$ cat config.mk
export PLATFORM = sky130hd
export DESIGN_NAME = dbg_unit
export DESIGN_NICKNAME = d
export VERILOG_FILES = /design/src/core/dbg_pkg.sv /design/src/core/dbg_access_check.sv /design/src/core/dbg_bp_match.sv /design/src/core/dbg_unit.sv
export SDC_FILE = /design/constraint.sdc
export NUM_CORES = 1
export LEC_CHECK = 0
export ABC_AREA = 1
export BUFFER_PORTS_ARGS = -buffer_cell sky130_fd_sc_hd__clkbuf_2
export CORE_ASPECT_RATIO = 0.6
export CORE_MARGIN = 2
export CORE_UTILIZATION = 35
export CTS_BUF_LIST = sky130_fd_sc_hd__clkbuf_16
export DETAILED_ROUTE_END_ITERATION = 10
export PLACE_DENSITY = 0.55
export SYNTH_ARGS = -nofsm -noshare
export SYNTH_HDL_FRONTEND = slang
export SYNTH_SLANG_ARGS = --single-unit
export TNS_END_PERCENT = 100
$ cat constraint.sdc
create_clock -name CLK -period 6.63 [get_ports CLK]
set_input_delay 1.326 -clock CLK [delete_from_list [all_inputs] [get_ports CLK]]
set_output_delay 1.326 -clock CLK [all_outputs]
set_load 0.005 [all_outputs]
$ cat src/core/dbg_pkg.sv
// Shared constants and carrier types for the debug-register unit.
package dbg_pkg;

  // Highest number of breakpoints the unit can hold.
  localparam int          MAX_BP          = 4;

  // Debug register numbers as used by the move instructions.
  localparam logic [2:0]  IDX_RSVD_A      = 3'h4;
  localparam logic [2:0]  IDX_RSVD_B      = 3'h5;
  localparam logic [2:0]  IDX_STATUS      = 3'h6;
  localparam logic [2:0]  IDX_CONTROL     = 3'h7;
  localparam logic [2:0]  IDX_ALIAS_BIT   = 3'h2;

  // Field positions in the status register.
  localparam int          ST_HIT_LSB      = 0;
  localparam int          ST_ACCESS_DET   = 13;
  localparam int          ST_SINGLE_STEP  = 14;
  localparam int          ST_TASK_SWITCH  = 15;

  // Field positions in the control register.
  localparam int          CTL_GEN_DETECT  = 13;
  localparam int          CTL_TYPE_LSB    = 16;
  localparam int          CTL_SIZE_LSB    = 18;
  localparam int          CTL_STRIDE      = 4;

  // Values after reset.
  localparam logic [31:0] STATUS_RST      = 32'h0000_0000;
  localparam logic [31:0] CONTROL_RST     = 32'h0000_0000;
  localparam logic [31:0] ADDR_RST        = 32'h0000_0000;

  // Access-type codes of a breakpoint.
  typedef enum logic [1:0] {
    TYPE_EXEC  = 2'h0,
    TYPE_WRITE = 2'h1,
    TYPE_IO    = 2'h2,
    TYPE_DATA  = 2'h3
  } access_type_t;

  // Length codes of a breakpoint.
  typedef enum logic [1:0] {
    SIZE_1 = 2'h0,
    SIZE_2 = 2'h1,
    SIZE_8 = 2'h2,
    SIZE_4 = 2'h3
  } size_code_t;

  // Kind of access the pipeline reports.
  typedef enum logic [1:0] {
    KIND_FETCH = 2'h0,
    KIND_WRITE = 2'h1,
    KIND_READ  = 2'h2,
    KIND_IO    = 2'h3
  } acc_kind_t;

  // Move to or from a debug register.
  typedef struct packed {
    logic        valid;
    logic        write;
    logic [2:0]  idx;
    logic [31:0] wdata;
  } mov_req_t;

  // One linear memory, fetch or I/O access; lg_bytes is log2 of its size.
  typedef struct packed {
    logic        valid;
    acc_kind_t   kind;
    logic [31:0] addr;
    logic [1:0]  lg_bytes;
  } access_t;

  // Operating mode of the processor.
  typedef struct packed {
    logic        real_mode;
    logic        system_mgmt_mode;
    logic [1:0]  current_privilege;
    logic        extension_switch;
  } mode_t;

  // Per-instruction events from the retire stage.
  typedef struct packed {
    logic        valid;
    logic        single_step_trap;
    logic        resume_suppress;
    logic        task_switch;
    logic        task_trap;
    logic        breakpoint_instr;
  } retire_t;

endpackage : dbg_pkg

$ cat src/core/dbg_access_check.sv
// Privilege and reserved-slot decode for debug register moves.
module dbg_access_check
  import dbg_pkg::*;
(
  input  wire mode_t      mode,
  input  wire mov_req_t   req,
  output logic            allowed,
  output logic            prot_fault,
  output logic            inv_fault,
  output logic [2:0]      eff_idx
);

  logic privileged;
  logic reserved;

  assign privileged = mode.real_mode | mode.system_mgmt_mode
                    | (mode.current_privilege == 2'h0);
  assign reserved   = (req.idx == IDX_RSVD_A) | (req.idx == IDX_RSVD_B);
  assign prot_fault = req.valid & ~privileged;
  assign inv_fault  = req.valid & privileged & mode.extension_switch
                    & reserved;
  assign allowed    = req.valid & ~prot_fault & ~inv_fault;
  assign eff_idx    = (reserved & ~mode.extension_switch)
                    ? (req.idx | IDX_ALIAS_BIT) : req.idx;

endmodule : dbg_access_check

$ cat src/core/dbg_bp_match.sv
// Address, length and access-type comparison for one breakpoint.
module dbg_bp_match
  import dbg_pkg::*;
#(
  parameter bit ALLOW_8BYTE = 1'b1
) (
  input  wire logic [31:0] bp_addr,
  input  wire logic [1:0]  type_code,
  input  wire logic [1:0]  size_code,
  input  wire logic        ext_on,
  input  wire logic        resume,
  input  wire access_t     acc,
  output logic             hit
);

  logic [31:0] bmask;
  logic [31:0] amask;
  logic        size_ok;
  logic        overlap;
  logic        type_ok;
  logic [32:0] base;
  logic [32:0] last;
  logic [32:0] alast;

  always_comb begin
    bmask   = 32'h0000_0000;
    size_ok = 1'b1;
    unique case (size_code_t'(size_code))
      SIZE_1: bmask = 32'h0000_0000;
      SIZE_2: bmask = 32'h0000_0001;
      SIZE_4: bmask = 32'h0000_0003;
      SIZE_8: begin
        bmask   = 32'h0000_0007;
        size_ok = ALLOW_8BYTE;
      end
    endcase
    unique case (acc.lg_bytes)
      2'h0: amask = 32'h0000_0000;
      2'h1: amask = 32'h0000_0001;
      2'h2: amask = 32'h0000_0003;
      2'h3: amask = 32'h0000_0007;
    endcase
  end

  // linear address compare.
  // Low address bits are masked, so unaligned settings are forced aligned.
  assign base    = {1'b0, bp_addr & ~bmask};
  assign last    = {1'b0, bp_addr | bmask};
  assign alast   = {1'b0, acc.addr} + {1'b0, amask};
  assign overlap = ({1'b0, acc.addr} <= last) & (base <= alast);

  always_comb begin
    type_ok = 1'b0;
    unique case (access_type_t'(type_code))
      TYPE_EXEC:  type_ok = (acc.kind == KIND_FETCH) & ~resume
                          & (acc.addr == bp_addr);
      TYPE_WRITE: type_ok = (acc.kind == KIND_WRITE) & overlap;
      TYPE_IO:    type_ok = ext_on & (acc.kind == KIND_IO) & overlap;
      TYPE_DATA:  type_ok = ((acc.kind == KIND_WRITE)
                          | (acc.kind == KIND_READ)) & overlap;
    endcase
  end

  assign hit = acc.valid & size_ok & type_ok;

endmodule : dbg_bp_match

$ cat src/core/dbg_unit.sv
// Debug-register unit: breakpoint registers, status, control and traps.

// Summary of operation
// - Eight debug registers reached by moves.
// - Moves need real, mgmt or privilege zero.
// - One to four independent breakpoints.
// - Breakpoints cover 1, 2, 4, 8 bytes.
// - Address registers compare linear addresses.
// - Reserved slots fault when extensions on.
// - Reserved slots alias status and control.
// - Status changes on debug exceptions and on moves.
// - Hit bits record conditions, enabled or not.
// - Access-detect bit, armed by general detect.
// - Single-step bit, highest debug priority.
// - Task-switch bit from task trap flag.
// - Hardware clears only the hit bits.
// - Step trap after each instruction.
// - Resume flag suppresses repeat instruction traps.
// - Breakpoint instruction raises breakpoint trap.
// - Matching enabled access raises debug trap.
// - Local enables; cleared on task switch.
// - Access-type codes select break condition.
// - Length codes select byte count.
// - General detect cleared on handler entry.
module dbg_unit
  import dbg_pkg::*;
#(
  parameter int NUM_BP      = MAX_BP,
  parameter bit ALLOW_8BYTE = 1'b1
) (
  input  wire logic        CLK,
  input  wire logic        RESETN,
  input  wire mode_t       MODE,
  input  wire mov_req_t    MOV_REQ,
  input  wire access_t     ACCESS,
  input  wire retire_t     RETIRE,
  output logic [31:0]      RDATA,
  output logic             MOV_DONE,
  output logic             PROT_FAULT,
  output logic             INV_OP_FAULT,
  output logic             DEBUG_TRAP,
  output logic             BREAKPOINT_TRAP,
  output logic [31:0]      STATUS_VALUE,
  output logic [31:0]      CONTROL_VALUE
);

  // The whole state of the unit; every output is a field of it.
  typedef struct packed {
    logic [NUM_BP-1:0][31:0] bp_addr;
    logic [31:0]             status;
    logic [31:0]             control;
    logic [31:0]             rdata;
    logic                    mov_done;
    logic                    prot_fault;
    logic                    inv_fault;
    logic                    dbg_trap;
    logic                    bp_trap;
  } state_t;

  state_t q;
  state_t d;

  // Decoded move request.
  logic              mov_allowed;
  logic              mov_gp;
  logic              mov_ud;
  logic [2:0]        mov_idx;

  // Per-breakpoint comparison results and enables.
  logic [NUM_BP-1:0] bp_hit;
  logic [NUM_BP-1:0] bp_enabled;
  logic [NUM_BP-1:0] bp_fire;

  // Events that feed one debug exception.
  logic              gd_trip;
  logic              step_ev;
  logic              task_ev;
  logic              take_exc;
  logic              mov_exec;

  // Privilege, reserved-slot and alias decode of the move request.
  dbg_access_check u_check (
    .mode       (MODE),
    .req        (MOV_REQ),
    .allowed    (mov_allowed),
    .prot_fault (mov_gp),
    .inv_fault  (mov_ud),
    .eff_idx    (mov_idx)
  );

  // per-breakpoint comparators.
  // Each comparator reads its own address and its own control fields.
  for (genvar i = 0; i < NUM_BP; i++) begin : g_bp
    dbg_bp_match #(
      .ALLOW_8BYTE (ALLOW_8BYTE)
    ) u_match (
      .bp_addr   (q.bp_addr[i]),
      .type_code (q.control[CTL_TYPE_LSB + CTL_STRIDE*i +: 2]),
      .size_code (q.control[CTL_SIZE_LSB + CTL_STRIDE*i +: 2]),
      .ext_on    (MODE.extension_switch),
      .resume    (RETIRE.resume_suppress),
      .acc       (ACCESS),
      .hit       (bp_hit[i])
    );
    assign bp_enabled[i] = q.control[2*i] | q.control[2*i+1];
  end

  assign bp_fire  = bp_hit & bp_enabled;

  // general detect on move.
  // Any permitted move while the detect bit is set traps before it runs,
  // so the register file is left untouched by that move.
  assign gd_trip  = mov_allowed & q.control[CTL_GEN_DETECT];
  assign mov_exec = mov_allowed & ~gd_trip;

  assign step_ev  = RETIRE.valid & RETIRE.single_step_trap;

  assign task_ev  = RETIRE.task_switch & RETIRE.task_trap;

  // one merged exception.
  // All sources of this cycle are folded into a single exception event.
  assign take_exc = (|bp_fire) | gd_trip | step_ev | task_ev;

  // Next-state logic for the whole unit.
  always_comb begin
    d            = q;
    d.mov_done   = 1'b0;
    d.prot_fault = 1'b0;
    d.inv_fault  = 1'b0;
    d.dbg_trap   = 1'b0;
    d.bp_trap    = 1'b0;

    d.prot_fault = mov_gp;
    d.inv_fault  = mov_ud;

    // move to or from register.
    // Reads capture the old value; a move that trips general detect
    // neither reads nor writes and completes as an exception instead.
    if (mov_exec) begin
      d.mov_done = 1'b1;
      if (MOV_REQ.write) begin
        d.rdata = q.rdata;
        unique case (mov_idx)
          IDX_STATUS:  d.status  = MOV_REQ.wdata;
          IDX_CONTROL: d.control = MOV_REQ.wdata;
          default: begin
            for (int k = 0; k < NUM_BP; k++) begin
              if (mov_idx == 3'(k)) begin
                d.bp_addr[k] = MOV_REQ.wdata;
              end
            end
          end
        endcase
      end else begin
        d.rdata = 32'h0000_0000;
        unique case (mov_idx)
          IDX_STATUS:  d.rdata = q.status;
          IDX_CONTROL: d.rdata = q.control;
          default: begin
            for (int k = 0; k < NUM_BP; k++) begin
              if (mov_idx == 3'(k)) begin
                d.rdata = q.bp_addr[k];
              end
            end
          end
        endcase
      end
    end

    // task switch clears locals.
    // Applied after the software write so that hardware wins a collision.
    if (RETIRE.task_switch) begin
      for (int k = 0; k < NUM_BP; k++) begin
        d.control[2*k] = 1'b0;
      end
    end

    // status updates on exception.
    // Outside an exception the status register only moves by software.
    if (take_exc) begin
      d.dbg_trap = 1'b1;
      // only hit bits may clear.
      // The hit field is rewritten from this event; other flags only set,
      // so a software clear in the same cycle loses to a new event.
      d.status[ST_HIT_LSB +: NUM_BP] = bp_hit;
      if (gd_trip) begin
        d.status[ST_ACCESS_DET] = 1'b1;
      end
      if (step_ev) begin
        d.status[ST_SINGLE_STEP] = 1'b1;
      end
      if (task_ev) begin
        d.status[ST_TASK_SWITCH] = 1'b1;
      end
      d.control[CTL_GEN_DETECT] = 1'b0;
    end

    d.bp_trap = RETIRE.valid & RETIRE.breakpoint_instr;
  end

  // State register; constants only under reset.
  always_ff @(posedge CLK or negedge RESETN) begin
    if (!RESETN) begin
      for (int k = 0; k < NUM_BP; k++) begin
        q.bp_addr[k] <= ADDR_RST;
      end
      q.status     <= STATUS_RST;
      q.control    <= CONTROL_RST;
      q.rdata      <= 32'h0000_0000;
      q.mov_done   <= 1'b0;
      q.prot_fault <= 1'b0;
      q.inv_fault  <= 1'b0;
      q.dbg_trap   <= 1'b0;
      q.bp_trap    <= 1'b0;
    end else begin
      q <= d;
    end
  end

  // Outputs come straight from the state register.
  assign RDATA           = q.rdata;
  assign MOV_DONE        = q.mov_done;
  assign PROT_FAULT      = q.prot_fault;
  assign INV_OP_FAULT    = q.inv_fault;
  assign DEBUG_TRAP      = q.dbg_trap;
  assign BREAKPOINT_TRAP = q.bp_trap;
  assign STATUS_VALUE    = q.status;
  assign CONTROL_VALUE   = q.control;

endmodule : dbg_unit

==> reports/metrics.csv <==
stage,metric,value,unit
sta,rsz0062_at_grt,false,
yosys,ys_warn_count,0,
yosys,synth.area.mux_share,0,%
floorplanning,die_y,175,µm
clocking,htreeDepth,1,
global_routing,antenna_found_initial,1,
yosys,synth-xor-area-share,2.06,%
yosys,yosysUniqueCellTypes,50,
sta,fmax,0.175,GHz
route,wire_per_inst,24.2,µm
floorplanning,die_x,289,µm
floorplanning,start_util,35.5,%
sta,whs,0.507,ns
route,wirelength,73.7,mm
sta,maxSlewHeadroom,21.0,%
yosys,async_flop_share,100,%
floorplanning,dieArea,50500,µm²
min_path,min-delay-start,STATUS_VALUE[9]$_DFFE_PN0P_,
route,ant_nets,0,
yosys,avgSynthCellArea,7.72,µm²
worst_setup_path,crit_start,ACCESS[4],
yosys,synth_top_area_cell,dfrtp_1,
yosys,synth_top_family_by_area,simple AND/OR/NAND/NOR gates,
yosys,synth_flop_cell,dfrtp_1,
yosys,synth-edff-count,0,
worst_setup_path,crit_required,7.11,ns
route,drc,0,
clocking,cts_buffers,26,
placement,hpwl,57.7,mm
sta,period_share,86.0,%
worst_setup_path,ff2ff_setup_slack,3.13,ns
sta,final-hold-violation-count,0,
placement,io_buffers,187,
min_path,whs_path_depth,2,
yosys,synth_fa_ha_area_share,19.4,%
yosys,yosys.area_share.simple,20.5,%
global_routing,grt_pass1_wl,109,mm
run,drv_cap,0,
sta,setup_viol,0,
route,via_per_inst,5.57,
yosys,syn-instance-count,2205,
outcome,outcome,completed,
yosys,synth.top_cell.area_share,33.6,%
worst_setup_path,path_max_fanout,9,
worst_setup_path,timing.rr.start,CONTROL_VALUE[13]$_DFFE_PN0P_,
clocking,cts_buffer_depth,3,
sta,slew_violations,0,
global_routing,grt_max_degree,89,
final_layout,areaGrowthSynthToFinish,15.7,%
floorplanning,rows,62,
worst_setup_path,crit_type,in -> reg,
worst_setup_path,start_kind,primary input,
yosys,yosysMostFrequentCell,nand2_1,
floorplanning,pin_count,188,
power_and_ir_drop,p_per_area,312,nW/µm²
clocking,hold_buffers,0,
clocking,postCtsSetupBuffers,0,
sta,finalClockSkew,0.0360,ns
floorplanning,fp.coreArea,47900,µm²
worst_setup_path,cp.arrival,6.18,ns
route,vias,16932,
yosys,netlist_top_cells_count,"nand2_1, ha_1, inv_1",
route,drt-pass1-iter-count,6,
sta,tightest_slew,1.17,ns
global_routing,track_usage,29.3,%
yosys,synth-compound-area-share,17.0,%
worst_setup_path,r2r_end,q[209]$_DFFE_PN0P_,
min_path,whs_endpoint,STATUS_VALUE[9]$_DFFE_PN0P_,
power_and_ir_drop,vdd_drop_max,182,µV
worst_setup_path,reg2regPathDepth,8,
clocking,clock_latency,0.59,ns
clocking,root_buffer,clkbuf_16,
clocking,cts_sinks,229,
yosys,synth_seq_cells,229,
final_layout,drive_gt1_share,12.5,%
yosys,netlist_area,17000,µm²
worst_setup_path,crit_path_end_kind,flip-flop,
yosys,synth_area_leaders,"dfrtp_1, ha_1, nand2_1",
final_layout,fin_nets,2731,
sta,min_period,5.70,ns
clocking,ctsResizeCount,0,
sta,fin_setup_tns,0,ns
yosys,synthesis.nets,2555,
min_path,hold_path_class,reg -> reg,
global_routing,overflow,0,
global_routing,grt_pass1_vias,15983,
final_layout,n_antenna_cell,0,
route,drt_iter0_markers,2118,
clocking,cts_tree,done,
power_and_ir_drop,p_leak,9.72,nW
placement,place.gp.congestion,0.976,
clocking,clkTransAtPathRegs,0.07,ns
yosys,ys_seq_area_share,33.6,%
cells by family after synthesis:
group | count (synthesis)
AND/OR/NAND/NOR | 814
AO/OA/AOI/OAI | 529
XOR/XNOR | 40
flip-flops | 229
buffers and inverters | 330
adder cells (fa/ha/maj) | 263
where the power goes:
group | leakage [nW] | total (mW) | internal (mW) | switching (mW)
sequential | 2.68 | 2.14 | 1.75 | 0.392
clock | 0.470 | 1.69 | 0.994 | 0.695
combinational | 6.57 | 2.31 | 0.830 | 1.48
total | 9.72 | 6.14 | 3.58 | 2.56
worst max path at each step:
| stage | end | slack, ns |
|---|---|---|
| finish | STATUS_VALUE[0]$_DFFE_PN0P_ | 0.93 |
| global route | STATUS_VALUE[0]$_DFFE_PN0P_ | 0.50 |
| global placement | STATUS_VALUE[0]$_DFFE_PN0P_ | 0.51 |
| detailed placement | STATUS_VALUE[1]$_DFFE_PN0P_ | 0.40 |
| floorplan | STATUS_VALUE[0]$_DFFE_PN0P_ | 1.84 |
| CTS | STATUS_VALUE[0]$_DFFE_PN0P_ | 1.01 |
worst max-delay path: stages:
cell and delay (ns):
clkbuf_2 0.21, ha_1 0.43, nand3_1 0.09, nand2_1 0.11, nand2_1 0.07, nor2_1 0.29, and3_1 0.25, nand2_1 0.15
nor2_1 0.24, nand3_1 0.21, nor3_1 0.27, xnor2_1 0.26, ha_1 0.39, nand3_1 0.09, nor3_1 0.54, nand2_1 0.26
nand2_1 0.10, nand2_1 0.06, nand2_1 0.10, nand2_1 0.06, nand3_1 0.11, nand3_2 0.14, nor2_4 0.22, nand2_1 0.08
nand2_1 0.07, nand2_1 0.05
registers in the layout, indices dropped and copies added, names as in the netlist, 32 cells and up:
signal and count:
RDATA 32, q 128, CONTROL_VALUE 32, STATUS_VALUE 32
per-stage QoR:
stage	util [%]	area, µm²	power, mW	std cells	setup WS (ns)
after floorplan	-	17000	3.37	2205	1.84
after global placement	39.1	18700	4.36	2993	0.513
after detailed placement	39.1	18700	4.40	2993	0.400
after CTS	41.1	19700	6.11	3041	1.01
after global routing	41.1	19700	6.55	3041	0.502
final	41.1	19700	6.14	3041	0.929
routing by layer:
| layer | vias to the layer above | global-route usage [%] | routed length [µm] |
|---|---|---|---|
| met4 | 0 | 4.73 | 1240 |
| met5 | - | 0 | 0 |
| met3 | 63 | 4.74 | 7380 |
| li1 | 7815 | - | - |
| met2 | 815 | 38.5 | 27800 |
| met1 | 8239 | 49.0 | 37200 |
cells in the final DEF, fill, tap and decap left out, types with 26 or more instances in the layout:
cell / instances
clkbuf_2: 186
a21oi_1: 174
inv_1: 259
o21ai_1: 26
ha_1: 262
nand3_1: 52
o21ai_0: 203
dfrtp_1: 229
nand4_1: 33
clkbuf_16: 26
nor3_1: 27
nand2_1: 517
nor2_1: 134
o22ai_1: 55
layout make-up:
cell class / instances / area [µm²]
clock inverters: 22 / 313
inverters: 269 / 1010
multi-input cells: 1646 / 10100
fillers: 4908 / 28200
flip-flops and latches: 229 / 5730
repair buffers: 209 / 1110
clock buffers: 26 / 651
well taps: 640 / 801
No activity file was read; power rests on OpenSTA's default activity.
